**src/fsps_defines.svh**
```systemverilog
// Purpose: constants for the flash self-program sequencer
// Assumes: 10 MHz clock, apb byte addressing
// Notes: rule summary follows
// Operation
// - page write bit with enable writes buffer on store within four cycles
// - erase and write take page from upper pointer bits, ignore data pair
// - page write bit clears on completion or four-cycle timeout
// - page write to halting section stops cpu; other section write keeps it readable
// - page erase bit with enable erases page on store within four cycles
// - page erase bit clears on completion or four-cycle timeout
// - erase of halting section stops cpu; other section erase keeps it readable
// - enable permits store only four cycles; otherwise store does nothing
// - enable alone loads data pair into buffer word, pointer bit zero ignored
// - enable clears after store or timeout; held during erase and write
// - only five low-bit encodings accepted, others have no effect
// - target address latched at start; pointer may change afterwards
// - lock bit programming ignores the address pointer
// - erase uses only page index bits of pointer
// - buffer cleared after page write, on re-enable write, on reset
// - eeprom write during buffer loading discards loaded data
// - ready irq asserted while enabled and enable bit clear
// - erase or write blocks section reads; busy flag held until re-enable
// - lock set programs boot lock bits whose data bits 5..2 are zero
// - lock programming keeps whole flash readable
// - re-enable with enable clears busy on store; refused while busy
// - re-enable write during loading aborts load and discards data
// - busy flag cleared when a buffer load starts
// - lock set bit clears on completion or four-cycle timeout
`ifndef FSPS_DEFINES_SVH
`define FSPS_DEFINES_SVH
`define FSPS_ADDR_CTRL 12'h000
`define FSPS_ADDR_PTR 12'h004
`define FSPS_ADDR_DATA 12'h008
`define FSPS_ADDR_LOCK 12'h00c
`define FSPS_ADDR_STORE 12'h010
`define FSPS_ADDR_STAT 12'h014
`define FSPS_ADDR_BUF 12'h018
`define FSPS_BUF_BLANK 16'hffff
`define FSPS_BIT_IE 7
`define FSPS_BIT_BUSY 6
`define FSPS_BIT_REEN 4
`define FSPS_BIT_LOCK 3
`define FSPS_BIT_PGWR 2
`define FSPS_BIT_PGER 1
`define FSPS_BIT_EN 0
`define FSPS_CMD_REEN 5'h11
`define FSPS_CMD_LOCK 5'h09
`define FSPS_CMD_PGWR 5'h05
`define FSPS_CMD_PGER 5'h03
`define FSPS_CMD_LOAD 5'h01
`define FSPS_ARM_CYCLES 3'h4
`define FSPS_PROG_TIME_US 3700
`define FSPS_CLK_MHZ 10
`define FSPS_PROG_CYCLES (`FSPS_PROG_TIME_US * `FSPS_CLK_MHZ)
`define FSPS_LOCK_RESET 4'hf
`endif

```
**src/fsps_pkg.sv**
```systemverilog
// Purpose: types for the flash self-program sequencer
// Assumes: nothing
// Notes: none
package fsps_pkg;
  typedef enum logic [2:0] {
    FSPS_IDLE,
    FSPS_ARMED,
    FSPS_ERASE,
    FSPS_WRITE,
    FSPS_LOCKP
  } fsps_state_t;
endpackage

```
**src/fsps_top.sv**
```systemverilog
// Purpose: flash self-program sequencer with apb register access
// Assumes: store instruction arrives as a write to the store register or store_strobe
// Notes: flash array is outside; this block drives its erase/write strobes
//
// Added by the designer: the placing of the registers and the APB slave port.
`timescale 1ns/10ps
`include "fsps_defines.svh"
module fsps_top #(
  parameter int PAGE_WORDS = 32,
  parameter int PTR_W = 16,
  parameter int HALT_PAGE_START = 96,
  parameter int PROG_CYCLES = `FSPS_PROG_CYCLES
) (
  input wire logic clk,
  input wire logic rst_b,
  input wire logic psel,
  input wire logic penable,
  input wire logic pwrite,
  input wire logic [11:0] paddr,
  input wire logic [31:0] pwdata,
  output logic [31:0] prdata,
  output logic pready,
  output logic pslverr,
  input wire logic store_strobe,
  input wire logic eeprom_write,
  output logic cpu_halt,
  output logic section_read_block,
  output logic ready_irq,
  output logic flash_erase,
  output logic flash_write,
  output logic [PTR_W-1:0] flash_page_addr,
  output logic [3:0] boot_lock_bits
);
  localparam int WORD_W = $clog2(PAGE_WORDS);
  localparam int CNT_W = $clog2(PROG_CYCLES + 1);

  if (PAGE_WORDS < 2 || (PAGE_WORDS & (PAGE_WORDS - 1)) != 0 || WORD_W + 1 >= PTR_W) begin : page_size_check
    $error("fsps_top: page size must be a power of two fitting the pointer");
  end

  ////////////////////////////////////////////////////////////////////////////
  // registers
  logic [7:0] ctrl_reg;
  logic [PTR_W-1:0] ptr_reg;
  logic [15:0] data_reg;
  logic [3:0] lock_reg;
  logic [PTR_W-1:0] page_reg;
  logic [2:0] arm_reg;
  logic [CNT_W-1:0] busy_cnt_reg;
  logic [15:0] buf_mem [PAGE_WORDS];
  logic [PAGE_WORDS-1:0] buf_valid_reg;
  logic loading_reg;
  fsps_pkg::fsps_state_t state_reg;
  fsps_pkg::fsps_state_t state_next;

  wire apb_setup = psel && !penable;
  wire apb_wr = psel && penable && pwrite;
  wire apb_rd = psel && !pwrite && apb_setup;
  wire wr_ctrl = apb_wr && paddr == `FSPS_ADDR_CTRL;
  wire wr_ptr = apb_wr && paddr == `FSPS_ADDR_PTR;
  wire wr_data = apb_wr && paddr == `FSPS_ADDR_DATA;
  wire wr_store = apb_wr && paddr == `FSPS_ADDR_STORE;
  wire mapped = paddr == `FSPS_ADDR_CTRL || paddr == `FSPS_ADDR_PTR || paddr == `FSPS_ADDR_DATA
                || paddr == `FSPS_ADDR_LOCK || paddr == `FSPS_ADDR_STORE || paddr == `FSPS_ADDR_STAT
                || paddr == `FSPS_ADDR_BUF;
  wire store = store_strobe || wr_store;

  wire busy_op = state_reg == fsps_pkg::FSPS_ERASE || state_reg == fsps_pkg::FSPS_WRITE;
  wire [4:0] cmd_low = pwdata[4:0];
  wire cmd_legal = cmd_low == `FSPS_CMD_REEN || cmd_low == `FSPS_CMD_LOCK || cmd_low == `FSPS_CMD_PGWR
                   || cmd_low == `FSPS_CMD_PGER || cmd_low == `FSPS_CMD_LOAD;
  wire armed = state_reg == fsps_pkg::FSPS_ARMED;
  wire fire = armed && store && !eeprom_write;
  // refused while busy
  // a control write that meets a store in one cycle is dropped, so the fired command stays intact
  wire arm_ok = wr_ctrl && cmd_legal && state_reg != fsps_pkg::FSPS_LOCKP && !busy_op && !fire;
  wire timeout = armed && arm_reg == 3'h1 && !fire;
  wire [4:0] armed_cmd = ctrl_reg[4:0];
  wire [PTR_W-1:0] page_of_ptr = {ptr_reg[PTR_W-1:WORD_W+1], {(WORD_W + 1){1'b0}}};
  wire [WORD_W-1:0] word_sel = ptr_reg[WORD_W:1];
  wire [PTR_W-1:0] halt_base = PTR_W'(HALT_PAGE_START * PAGE_WORDS * 2);
  wire target_halt = page_reg >= halt_base;
  wire op_done = busy_cnt_reg == CNT_W'(1);
  wire is_load_fire = fire && armed_cmd == `FSPS_CMD_LOAD;
  wire is_reen_fire = fire && armed_cmd == `FSPS_CMD_REEN;
  wire buf_clear = (state_reg == fsps_pkg::FSPS_WRITE && op_done)
                   || (wr_ctrl && pwdata[`FSPS_BIT_REEN]) || (eeprom_write && loading_reg);

  ////////////////////////////////////////////////////////////////////////////
  // sequencer
  always_comb begin
    state_next = state_reg;
    unique case (state_reg)
      fsps_pkg::FSPS_IDLE: begin
        if (arm_ok) begin
          state_next = fsps_pkg::FSPS_ARMED;
        end
      end
      fsps_pkg::FSPS_ARMED: begin
        if (fire && armed_cmd == `FSPS_CMD_PGER) begin
          state_next = fsps_pkg::FSPS_ERASE;
        end else if (fire && armed_cmd == `FSPS_CMD_PGWR) begin
          state_next = fsps_pkg::FSPS_WRITE;
        end else if (fire && armed_cmd == `FSPS_CMD_LOCK) begin
          state_next = fsps_pkg::FSPS_LOCKP;
        end else if (fire || (timeout && !arm_ok)) begin
          state_next = fsps_pkg::FSPS_IDLE;
        end
      end
      fsps_pkg::FSPS_ERASE, fsps_pkg::FSPS_WRITE, fsps_pkg::FSPS_LOCKP: begin
        if (op_done) begin
          state_next = fsps_pkg::FSPS_IDLE;
        end
      end
    endcase
  end

  always_ff @(posedge clk) begin
    if (!rst_b) begin
      state_reg <= fsps_pkg::FSPS_IDLE;
    end else begin
      state_reg <= state_next;
    end
  end

  always_ff @(posedge clk) begin
    if (!rst_b) begin
      arm_reg <= 3'h0;
    end else if (arm_ok) begin
      arm_reg <= `FSPS_ARM_CYCLES;
    end else if (armed && arm_reg != 3'h0) begin
      arm_reg <= arm_reg - 3'h1;
    end
  end

  always_ff @(posedge clk) begin
    if (!rst_b) begin
      busy_cnt_reg <= '0;
    end else if (fire && armed_cmd inside {`FSPS_CMD_PGER, `FSPS_CMD_PGWR, `FSPS_CMD_LOCK}) begin
      busy_cnt_reg <= CNT_W'(PROG_CYCLES);
    end else if (busy_cnt_reg != '0) begin
      busy_cnt_reg <= busy_cnt_reg - CNT_W'(1);
    end
  end

  ////////////////////////////////////////////////////////////////////////////
  // control/status byte
  logic busy_flag_reg;
  always_ff @(posedge clk) begin
    if (!rst_b) begin
      ctrl_reg <= 8'h00;
    end else if (arm_ok) begin
      ctrl_reg <= {pwdata[`FSPS_BIT_IE], 2'b00, pwdata[4:0]};
    end else begin
      if (wr_ctrl) begin
        ctrl_reg[`FSPS_BIT_IE] <= pwdata[`FSPS_BIT_IE];
      end
      // auto-clear on completion or timeout
      // a refused control write in the same cycle must not swallow the clear
      if (timeout || (fire && state_next == fsps_pkg::FSPS_IDLE) || op_done) begin
        ctrl_reg[4:0] <= 5'h00;
      end
    end
  end

  // busy until re-enable; cleared on load
  always_ff @(posedge clk) begin
    if (!rst_b) begin
      busy_flag_reg <= 1'b0;
    end else if (fire && (armed_cmd == `FSPS_CMD_PGER || armed_cmd == `FSPS_CMD_PGWR)) begin
      busy_flag_reg <= 1'b1;
    end else if (is_reen_fire || is_load_fire) begin
      busy_flag_reg <= 1'b0;
    end
  end

  always_ff @(posedge clk) begin
    if (!rst_b) begin
      ptr_reg <= '0;
      data_reg <= 16'h0000;
    end else begin
      if (wr_ptr) begin
        ptr_reg <= pwdata[PTR_W-1:0];
      end
      if (wr_data) begin
        data_reg <= pwdata[15:0];
      end
    end
  end

  always_ff @(posedge clk) begin
    if (!rst_b) begin
      page_reg <= '0;
    end else if (fire && (armed_cmd == `FSPS_CMD_PGER || armed_cmd == `FSPS_CMD_PGWR)) begin
      page_reg <= page_of_ptr;
    end
  end

  // zero data bits program lock bits
  always_ff @(posedge clk) begin
    if (!rst_b) begin
      lock_reg <= `FSPS_LOCK_RESET;
    end else if (fire && armed_cmd == `FSPS_CMD_LOCK) begin
      lock_reg <= lock_reg & data_reg[5:2];
    end
  end

  ////////////////////////////////////////////////////////////////////////////
  // temporary page buffer
  always_ff @(posedge clk) begin
    if (is_load_fire) begin
      buf_mem[word_sel] <= data_reg;
    end
  end

  always_ff @(posedge clk) begin
    if (!rst_b) begin
      buf_valid_reg <= '0;
      loading_reg <= 1'b0;
    end else if (buf_clear) begin
      buf_valid_reg <= '0;
      loading_reg <= 1'b0;
    end else if (is_load_fire) begin
      buf_valid_reg[word_sel] <= 1'b1;
      loading_reg <= 1'b1;
    end
  end

  ////////////////////////////////////////////////////////////////////////////
  // outputs
  wire [7:0] ctrl_view = {ctrl_reg[`FSPS_BIT_IE], busy_flag_reg, 1'b0, ctrl_reg[4:0]};
  // unloaded words read as blank flash
  wire [15:0] buf_word = buf_valid_reg[word_sel] ? buf_mem[word_sel] : `FSPS_BUF_BLANK;
  wire [31:0] rd_mux = paddr == `FSPS_ADDR_CTRL ? {24'h0, ctrl_view}
                     : paddr == `FSPS_ADDR_PTR ? 32'(ptr_reg)
                     : paddr == `FSPS_ADDR_DATA ? {16'h0, data_reg}
                     : paddr == `FSPS_ADDR_LOCK ? {28'h0, lock_reg}
                     : paddr == `FSPS_ADDR_STAT ? 32'(buf_valid_reg)
                     : paddr == `FSPS_ADDR_BUF ? {16'h0, buf_word}
                     : 32'h0;
  always_ff @(posedge clk) begin
    if (!rst_b) begin
      prdata <= 32'h0;
      pready <= 1'b0;
      pslverr <= 1'b0;
      cpu_halt <= 1'b0;
      section_read_block <= 1'b0;
      ready_irq <= 1'b0;
      flash_erase <= 1'b0;
      flash_write <= 1'b0;
      flash_page_addr <= '0;
      boot_lock_bits <= `FSPS_LOCK_RESET;
    end else begin
      pready <= apb_setup;
      pslverr <= apb_setup && !mapped;
      if (apb_rd) begin
        prdata <= rd_mux;
      end
      // halt only for the halting section; lock keeps flash readable
      // halt spans the same cycles as the erase or write strobe
      cpu_halt <= busy_op && target_halt;
      section_read_block <= busy_flag_reg;
      ready_irq <= ctrl_view[`FSPS_BIT_IE] && !ctrl_view[`FSPS_BIT_EN];
      flash_erase <= state_reg == fsps_pkg::FSPS_ERASE;
      flash_write <= state_reg == fsps_pkg::FSPS_WRITE;
      flash_page_addr <= page_reg;
      boot_lock_bits <= lock_reg;
    end
  end

  ////////////////////////////////////////////////////////////////////////////
  // checks
  window_timeout_a: assert property (@(posedge clk) disable iff (!rst_b)
    arm_ok && !store ##1 (!store && !eeprom_write) [*4] |=> state_reg == fsps_pkg::FSPS_IDLE)
    else $error("arm window did not expire");
  illegal_cmd_a: assert property (@(posedge clk) disable iff (!rst_b)
    wr_ctrl && !cmd_legal && state_reg == fsps_pkg::FSPS_IDLE |=> state_reg == fsps_pkg::FSPS_IDLE)
    else $error("illegal command armed");
  en_held_a: assert property (@(posedge clk) disable iff (!rst_b)
    busy_op |-> ctrl_reg[`FSPS_BIT_EN])
    else $error("enable dropped during operation");
  busy_set_a: assert property (@(posedge clk) disable iff (!rst_b)
    fire && armed_cmd == `FSPS_CMD_PGWR |=> busy_flag_reg ##1 section_read_block)
    else $error("busy not raised on write");
  irq_level_a: assert property (@(posedge clk) disable iff (!rst_b)
    ctrl_reg[`FSPS_BIT_IE] && !ctrl_reg[`FSPS_BIT_EN] |=> ready_irq)
    else $error("ready irq missing");
  page_latch_a: assert property (@(posedge clk) disable iff (!rst_b)
    busy_op && $stable(state_reg) |-> $stable(page_reg))
    else $error("target page moved during operation");
  buf_clear_a: assert property (@(posedge clk) disable iff (!rst_b)
    state_reg == fsps_pkg::FSPS_WRITE && op_done |=> buf_valid_reg == '0)
    else $error("buffer not cleared after write");
  load_busy_a: assert property (@(posedge clk) disable iff (!rst_b)
    is_load_fire |=> !busy_flag_reg)
    else $error("busy not cleared by load");
  lock_no_halt_a: assert property (@(posedge clk) disable iff (!rst_b)
    state_reg == fsps_pkg::FSPS_LOCKP |=> !cpu_halt)
    else $error("halt during lock programming");
  eeprom_discard_a: assert property (@(posedge clk) disable iff (!rst_b)
    eeprom_write && loading_reg |=> buf_valid_reg == '0)
    else $error("eeprom write kept buffer");
endmodule
```
**config.mk**
```make
export PLATFORM = sky130hd
export DESIGN_NAME = fsps_top
export DESIGN_NICKNAME = d
export VERILOG_FILES = /design/src/fsps_pkg.sv /design/src/fsps_top.sv
export VERILOG_INCLUDE_DIRS = /design/src
export SDC_FILE = /design/constraint.sdc
export NUM_CORES = 1
export LEC_CHECK = 0
export ABC_AREA = 1
export BUFFER_PORTS_ARGS = -buffer_cell sky130_fd_sc_hd__buf_2
export CAP_MARGIN = 20
export CORE_MARGIN = 5
export CORE_UTILIZATION = 61
export CTS_CLUSTER_SIZE = 28
export DETAILED_ROUTE_END_ITERATION = 10
export PLACE_DENSITY = 0.77
export SYNTH_ARGS = -nofsm -noshare
export SYNTH_HDL_FRONTEND = slang
export SYNTH_SLANG_ARGS = --single-unit
```
**constraint.sdc**
```tcl
create_clock -name clk -period 3.1 [get_ports clk]
set_clock_uncertainty 0.1 [all_clocks]
set_input_delay 0.155 -clock clk [delete_from_list [all_inputs] [get_ports clk]]
set_output_delay 0.155 -clock clk [all_outputs]
set_load 0.02 [all_outputs]
```
==> results.md, run 1 <==
- The DRC violation total after the first TritonRoute iteration is 2347.
- The H-tree was split into 2 levels.
- The wire length of the first global-routing pass is approximately 110000 um.
- Setup repair after global routing left no endpoint under its margin.
- The number of placed I/O pins is between 100 and 150.
- The number of antenna violations at the first check in global routing came to 0.
- The transition at the pin with the smallest max-transition slack is between 900 and 1000 ps.
- The core region is roughly 44000 um^2.
- Leaving out fill and tap cells, the most frequent cells in the layout are sky130_fd_sc_hd__edfxtp_1 (512), sky130_fd_sc_hd__nor2_1 (465), sky130_fd_sc_hd__nand2_1 (305).
- The via density per instance is about 5.9.
- The share of post-route cells with drive strength above 1 is a little under an eighth.
- The leftover overflow at the end of global routing is 0.
- STA classifies the critical path startpoint as a register.
- The total setup violations reported at the end of the flow is 0.
- Yosys mapped a number of flops with a built-in enable equal to ~500.
- Among all flip-flop cells after synthesis, the most frequent one is sky130_fd_sc_hd__edfxtp_1.
- 0 antenna diodes ended up in the layout.
- The post-synthesis cell count is about 2600.
- STA classifies the critical path endpoint as a register.
- The run finished with clean final reports.
- The combined global-route utilization of all metal layers is 26.9%.
- Counting stages on the worst path, the most repeated cell is sky130_fd_sc_hd__nand2_1.
- The number of buffers created by CTS is 61.
- The sum of buffers and inverters on the critical path is 2.
- At the end of routability-driven placement, the weighted congestion stood at a little over 0.9.
- The width of the die is between 200 and 250 um.
- The detail route stage leaves a number of antenna-violating nets equal to 0.
- Across the VDD grid, the largest voltage drop is between 0.0005 and 0.0006 V.
- The maximum number of buffers from clock root to sink is 3.
- The via count of the first global-routing pass is approximately 19000.
- Dividing the synthesized area by the synthesized cell count gives around 11 um^2.
- In this run the tightest slew margin relative to its limit is 37.1%.
- The clock latency on the worst-skew pair is ~610 ps.
- After synthesis the cells add up to ~27000 um^2.
- The sequential-to-total area share from yosys stat is 68.0%.
- The count of pins over their slew limit is 0.
- The count of max-cap constraint violations is 0.
- The worst path arrival time is between 3000 and 4000 ps.
- The number of flip-flops in the largest register is 512.
- The flip-flop and latch count after synthesis is 678.
- Among all stages on the critical path, the largest delay is contributed by sky130_fd_sc_hd__buf_4.
- The CTS tree is built.
- Leaving out fill and tap cells, the most frequent cell in the layout is sky130_fd_sc_hd__edfxtp_1.
- The leakage power figure is approximately 12 nW.
- For this run, the share of the core covered by cells in the final layout is a little over two thirds.
- Of all nets on the critical path, the largest fanout is 74.
- The die covers about 49000 um^2.
- The total of warnings raised by yosys is 0.
- In the synthesized netlist the async set-or-reset flop fraction comes to 0%.
- From synthesis to final layout, the design area changed by 13.2%.
- Traced cell by cell, the critical path runs through inv_6 > buf_4 > o21ai_0 > nand2_1 > nand2_1 > nand3_1 > nand3_1 > nand3_1 > nand2_1 > nand2_1 > nand2_1 > nand2_1 > nand2_1 > a21oi_1.
- The count of final hold-check violations is 0.
- Counting every sink on the clock net gives about 680.
- The first detailed-routing pass ran for 6 iterations.
- For this design, the CTS-stage hold fixing added 28 buffers.
- The vertical die dimension is between 200 and 250 um.
- The post-detailed-placement half-perimeter wirelength is 40800 um.
- The number of filler cells placed in the layout is 2973.
- In this run the tool buffered the top-level ports with between 80 and 90 buffer cells.
- After detailed routing, the average wire length per cell comes to 20.6 um.
- Clock-pin slew was measured on the worst setup and hold paths at ~60 ps.
- The worst setup path category is register to register.
- The number of resized instances in the post-cts repair step is 0.
- Timing would allow up to between 300 and 400 MHz.
- The routed design has between 60000 and 70000 um of wire.
- The initial core utilization is 61.9%.
- The shortest clock period the worst path allows after layout is approximately 2800 ps.
- After detailed routing, the number of remaining DRC violations is 0.
- The top cell family by delay on the critical path is buffers and inverters.
- The path class of the lowest-slack min-delay path is input pin to register.
- In this run, distinct cell masters in the synthesized netlist total 47.
- The setup TNS after final layout is 0 ps.
- The floorplan has 77 rows.
- In this run the power density over the cells is 589 nW/um^2.
- The pin count of the biggest net entering global routing is between 100 and 150.
- The worst path required time is about 3500 ps.
- The largest stage delay on the critical path is approximately 680 ps.
- The final period utilization is between 90% and 100%.
- Detailed routing inserted a total of just under 20000 vias.
- The post-CTS setup buffer count is 0.
- The final net count is around 2700.
- In this run the clock root is driven by a sky130_fd_sc_hd__clkbuf_16.
-- worst register-to-register path: cells and delay by family, from the launching register on --
family	cells	cell delay, ps
buffers and inverters	2	940
AND/OR/NAND/NOR	10	900
flip-flops	1	450
AO/OA/AOI/OAI	2	340
-- layer usage --
layer	global-route usage (%)	share of wire [%]	vias to the layer above
met5	0	0	-
met1	34.9	38	9396
met3	4.30	9.5	152
li1	-	-	9115
met2	46.8	49	1043
met4	8.93	3.4	0
-- area by class of cell --
class	count	area, um^2	share of cell area (%)
Sequential cell	678	18700	60.1
Multi-Input combinational cell	1578	7550	24.3
Clock buffer	88	1730	5.54
Timing Repair Buffer	198	1460	4.69
Tap cell	592	741	2.38
Inverter	153	579	1.86
Clock inverter	28	362	1.16
-- report_power, final --
part / leakage [nW] / switching, mW / internal [mW]
clock: 1.02 / 3.18 / 4.60
sequential: 6.13 / 0.0790 / 9.73
combinational: 4.47 / 0.452 / 0.304
-- Yosys cell counts (2+ instances only) --
library cell	number	area [um^2]
sky130_fd_sc_hd__buf_2	30	150
sky130_fd_sc_hd__buf_6	4	45.0
sky130_fd_sc_hd__o21ai_0	209	1050
sky130_fd_sc_hd__clkbuf_1	85	319
sky130_fd_sc_hd__nor2_2	10	62.6
sky130_fd_sc_hd__a31oi_1	3	18.8
sky130_fd_sc_hd__nor3_1	20	100
sky130_fd_sc_hd__o211ai_1	96	721
sky130_fd_sc_hd__o31ai_1	5	37.5
sky130_fd_sc_hd__nand2_1	305	1140
sky130_fd_sc_hd__ha_1	5	62.6
sky130_fd_sc_hd__o22ai_1	3	18.8
sky130_fd_sc_hd__a22oi_1	10	75.1
sky130_fd_sc_hd__xor2_1	5	43.8
sky130_fd_sc_hd__nand2_2	4	25.0
sky130_fd_sc_hd__nand4_1	8	50.1
sky130_fd_sc_hd__nor2_1	470	1760
sky130_fd_sc_hd__clkinv_1	9	33.8
sky130_fd_sc_hd__inv_2	23	86.3
sky130_fd_sc_hd__xnor2_1	5	43.8
sky130_fd_sc_hd__o21a_1	2	15.0
sky130_fd_sc_hd__buf_4	20	150
sky130_fd_sc_hd__nand3_1	112	561
sky130_fd_sc_hd__edfxtp_1	512	15400
sky130_fd_sc_hd__o21ai_1	151	756
sky130_fd_sc_hd__inv_1	121	454
sky130_fd_sc_hd__a21oi_1	100	500
sky130_fd_sc_hd__dfxtp_1	166	3320
sky130_fd_sc_hd__o21ba_1	26	260
sky130_fd_sc_hd__buf_1	12	45.0
sky130_fd_sc_hd__o221ai_1	8	70.1
-- kinds of logic (layout without fill, tap and decap cells) --
group           count (synthesis)  in the layout  share of synthesized area (%)
other cells                     1              6                         0.0136
buf+inv                       304            467                           4.67
flops                         678            678                           68.0
simple gates                  937            937                           13.7
xor+xnor                       10             10                          0.318
compound gates                620            620                           13.0
fa+ha+maj                       5              5                          0.228
-- worst paths after layout --
kind,depth (start not counted),start,to,slack (ps)
max,14,register,prdata[2],310
min,8,paddr[3],prdata[4],60
max reg2reg,14,register,prdata[2],310
min reg2reg,2,page_reg[10],flash_page_addr[10],330
-- per-stage QoR --
stage          instances  setup WS [ps]  area [um^2]  hold WS [ps]  total power, mW
6_report            3315            310        31100          62.2             18.3
5_1_grt             3315            117        31100          88.0             19.0
4_1_cts             3314            354        31100          36.1             18.4
3_5_place_dp        3170            378        28700           319             10.7
3_3_place_gp        3170            406        28700           323             10.7
2_1_floorplan       2560            538        27500           197             10.6
No activity file was read; power rests on OpenSTA's default activity.
==> run 2, diff against run 1 <==
--- a/config.mk
+++ b/config.mk
@@ -7,12 +7,12 @@
 export NUM_CORES = 1
 export LEC_CHECK = 0
 export ABC_AREA = 1
-export BUFFER_PORTS_ARGS = -buffer_cell sky130_fd_sc_hd__buf_2
 export CAP_MARGIN = 20
 export CORE_MARGIN = 5
-export CORE_UTILIZATION = 61
+export CORE_UTILIZATION = 63
 export CTS_CLUSTER_SIZE = 28
 export DETAILED_ROUTE_END_ITERATION = 10
+export DONT_BUFFER_PORTS = 1
 export PLACE_DENSITY = 0.77
 export SYNTH_ARGS = -nofsm -noshare
 export SYNTH_HDL_FRONTEND = slang
==> run 2 against run 1 <==
  * Critical path depth unchanged
  * Final cell count shrank 2.7%
  * Register-to-register slack about the same
  * Highest routed layer unchanged
  * Combinational power increased by 0.7%
  * Largest cell class unchanged
  * Critical endpoint is now prdata[1]
  * Clock-buffer cell count up 1
==> results.md, run 2 (synthesis results as in run 1) <==
- Measured along the y axis, the die boundary spans roughly 220 um.
- Global routing used between 20% and 30% of the available tracks across all layers.
- In this design, the stage delay of the slowest critical-path cell is 620 ps.
- The number of resized instances in the post-cts repair step is 0.
- The number of DRC violations after detailed routing is 0.
- The longest clock path from root to sink contains 3 buffers.
- The register with the most flip-flops in the layout has about 500 of them.
- The final layout contains between 2000 and 3000 nets.
- The standard cell core area is 43200 um^2.
- In this run the worst path has a maximum fanout of 64.
- The flow ran to the end, and the final reports show no timing, DRC or antenna violations.
- Traced cell by cell, the critical path runs through inv_6 > buf_4 > o21ai_0 > nand2_1 > nand2_1 > nand3_1 > nand3_1 > nand3_1 > nand2_1 > nand2_1 > nand2_1 > nand2_1 > nand2_1 > a21oi_1.
- The number of input and output port buffers inserted is 0.
- The area growth from synthesis to layout is 12.4%.
- The die area is around 48000 um^2.
- The DRC violation total after the first TritonRoute iteration is 2705.
- The number of vias after detailed routing is approximately 20000.
- The worst setup path is captured at a register.
- The CTS tree is built.
- The clock latency on the worst-skew pair is around 580 ps.
- The initial core utilization is between 60 and 70%.
- Across the run, the number of max-cap violations was 0.
- In this run the count of I/O pins placed on the die edge is 110.
- The share of post-route cells with drive strength above 1 is roughly a tenth.
- In this run the cell area measured after placement is around 28000 um^2.
- In this run the critical register-to-register path is captured at prdata[1].
- The first detailed-routing pass took 5 iterations.
- The cell sitting at the root of the clock tree is a sky130_fd_sc_hd__clkbuf_16.
- The min-delay analysis places its worst path in the category input pin to register.
- At the pin with the least slew margin, the transition time is around 900 ps.
- The maximum level of the CTS H-tree is 3.
- The post-cts hold buffer count is 30.
- OpenSTA, run right after detailed placement, puts the worst setup slack at around 400 ps.
- The power per cell area is 613 nW/um^2.
- The number of buffers created by CTS is 66.
- The floorplan has between 70 and 80 rows.
- In the layout the commonest cells are sky130_fd_sc_hd__edfxtp_1 (512), sky130_fd_sc_hd__nor2_1 (459), sky130_fd_sc_hd__nand2_1 (305).
- In the finished design, the share of the clock period the worst path needs comes to between 80 and 90%.
- The kind of start point of the critical path is a register.
- The fmax is between 300 and 400 MHz.
- Setup total negative slack on the finished layout was measured at 0 ps.
- The shortest clock period the worst path allows after layout is approximately 2800 ps.
- The worst slew margin relative to its limit is between 40% and 50%.
- The congestion estimate from routability-driven global placement came to between 0.9 and 1.
- The post-CTS setup buffer count is 0.
- The slack of the worst reg-to-reg path is 320 ps.
- The total setup violations reported at the end of the flow is 0.
- After routing the design area is about 31000 um^2.
- The largest vdd supply drop is 0.000807 V.
- The final routed wire length divided by cell count is around 22 um.
- Setup repair after global routing left no endpoint under its margin.
- The count of final hold-check violations is 0.
- The via count of the first global-routing pass is between 15000 and 20000.
- In this run the most critical hold path is launched from pwdata[4].
- The worst path arrival time is between 3000 and 4000 ps.
- The repair_antennas step left the layout with diodes totalling 0.
- In the post-route analysis, the smallest setup slack over all paths is 321 ps.
- The pin count of the biggest net entering global routing is 107.
- For the worst setup path, the data required time is between 3000 and 4000 ps.
- The count of pins over their slew limit is 0.
- The slowest cell on the critical path is sky130_fd_sc_hd__buf_4.
- The leakage power figure is about 11 nW.
- The depth of the worst register-to-register path is 14.
- The library cell used most frequently in the layout, excluding fill and tap cells, is sky130_fd_sc_hd__edfxtp_1.
- The clock-pin slew of the registers on the worst-case setup and hold paths is 60 ps.
- The number of antenna violations at the first check in global routing is 0.
- The post-detailed-placement half-perimeter wirelength is roughly 42000 um.
- The width of the die is ~220 um.
- The cell with the most instances on the worst path is sky130_fd_sc_hd__nand2_1.
- The endpoint of the most critical setup path is prdata[1].
- The number of antenna-violating nets in the routed design is 0.
- The first global-routing pass estimated approximately 110000 um of wire.
- The aggregate routed wire length is 71200 um.
- The sink count of the clock tree is 678.
- The worst setup path category is register to register.
- The via density per instance is 6.12.
- The leftover overflow at the end of global routing is 0.
==> run 2: critical path, delay by kind of cell, from the launching register on <==
family / cells / cell delay, ps
AOI/OAI and AO/OA: 2 / 330
DFF: 1 / 400
buffers and inverters: 2 / 860
and+or+nand+nor: 10 / 990
==> run 2: how the worst min path moves through the flow <==
stage,end,cells past startpoint
floorplan,data_reg[3],2
global placement,boot_lock_bits[3],1
detailed placement,boot_lock_bits[3],1
CTS,state_reg[0],8
global route,buf_valid_reg[11],4
finish,buf_valid_reg[3],4
==> run 2: area by class of cell <==
cell class,instances,area [um^2]
Sequential cell,678,18700
Fill cell,2881,12300
Multi-Input combinational cell,1578,7560
Clock buffer,89,1930
Timing Repair Buffer,113,1050
Tap cell,585,732
Inverter,153,579
Clock inverter,31,354
==> run 2: layer usage <==
layer / vias to the layer above / part of all wire, % / track usage [%]
li1: 8955 / - / -
met1: 9470 / 38 / 40.6
met2: 1157 / 47 / 48.0
met3: 167 / 10 / 5.16
met4: 0 / 4.2 / 12.8
met5: - / 0 / 0
==> run 2: where the power goes <==
group          internal [mW]  total, mW  switching (mW)
Sequential              9.73       9.82          0.0872
Clock                   5.04       8.36            3.32
Combinational          0.291      0.761           0.470
Total                   15.1       18.9            3.88
==> run 2: metrics by stage <==
step	total power [mW]	hold slack [ps]	util (%)	std cells
after CTS	19.0	3.27	71.6	3227
after global placement	10.7	187	65.6	3077
after floorplan	10.6	197	-	2560
after global routing	19.5	75.8	71.6	3227
after detailed placement	10.7	173	65.6	3077
final	18.9	22.0	71.6	3227
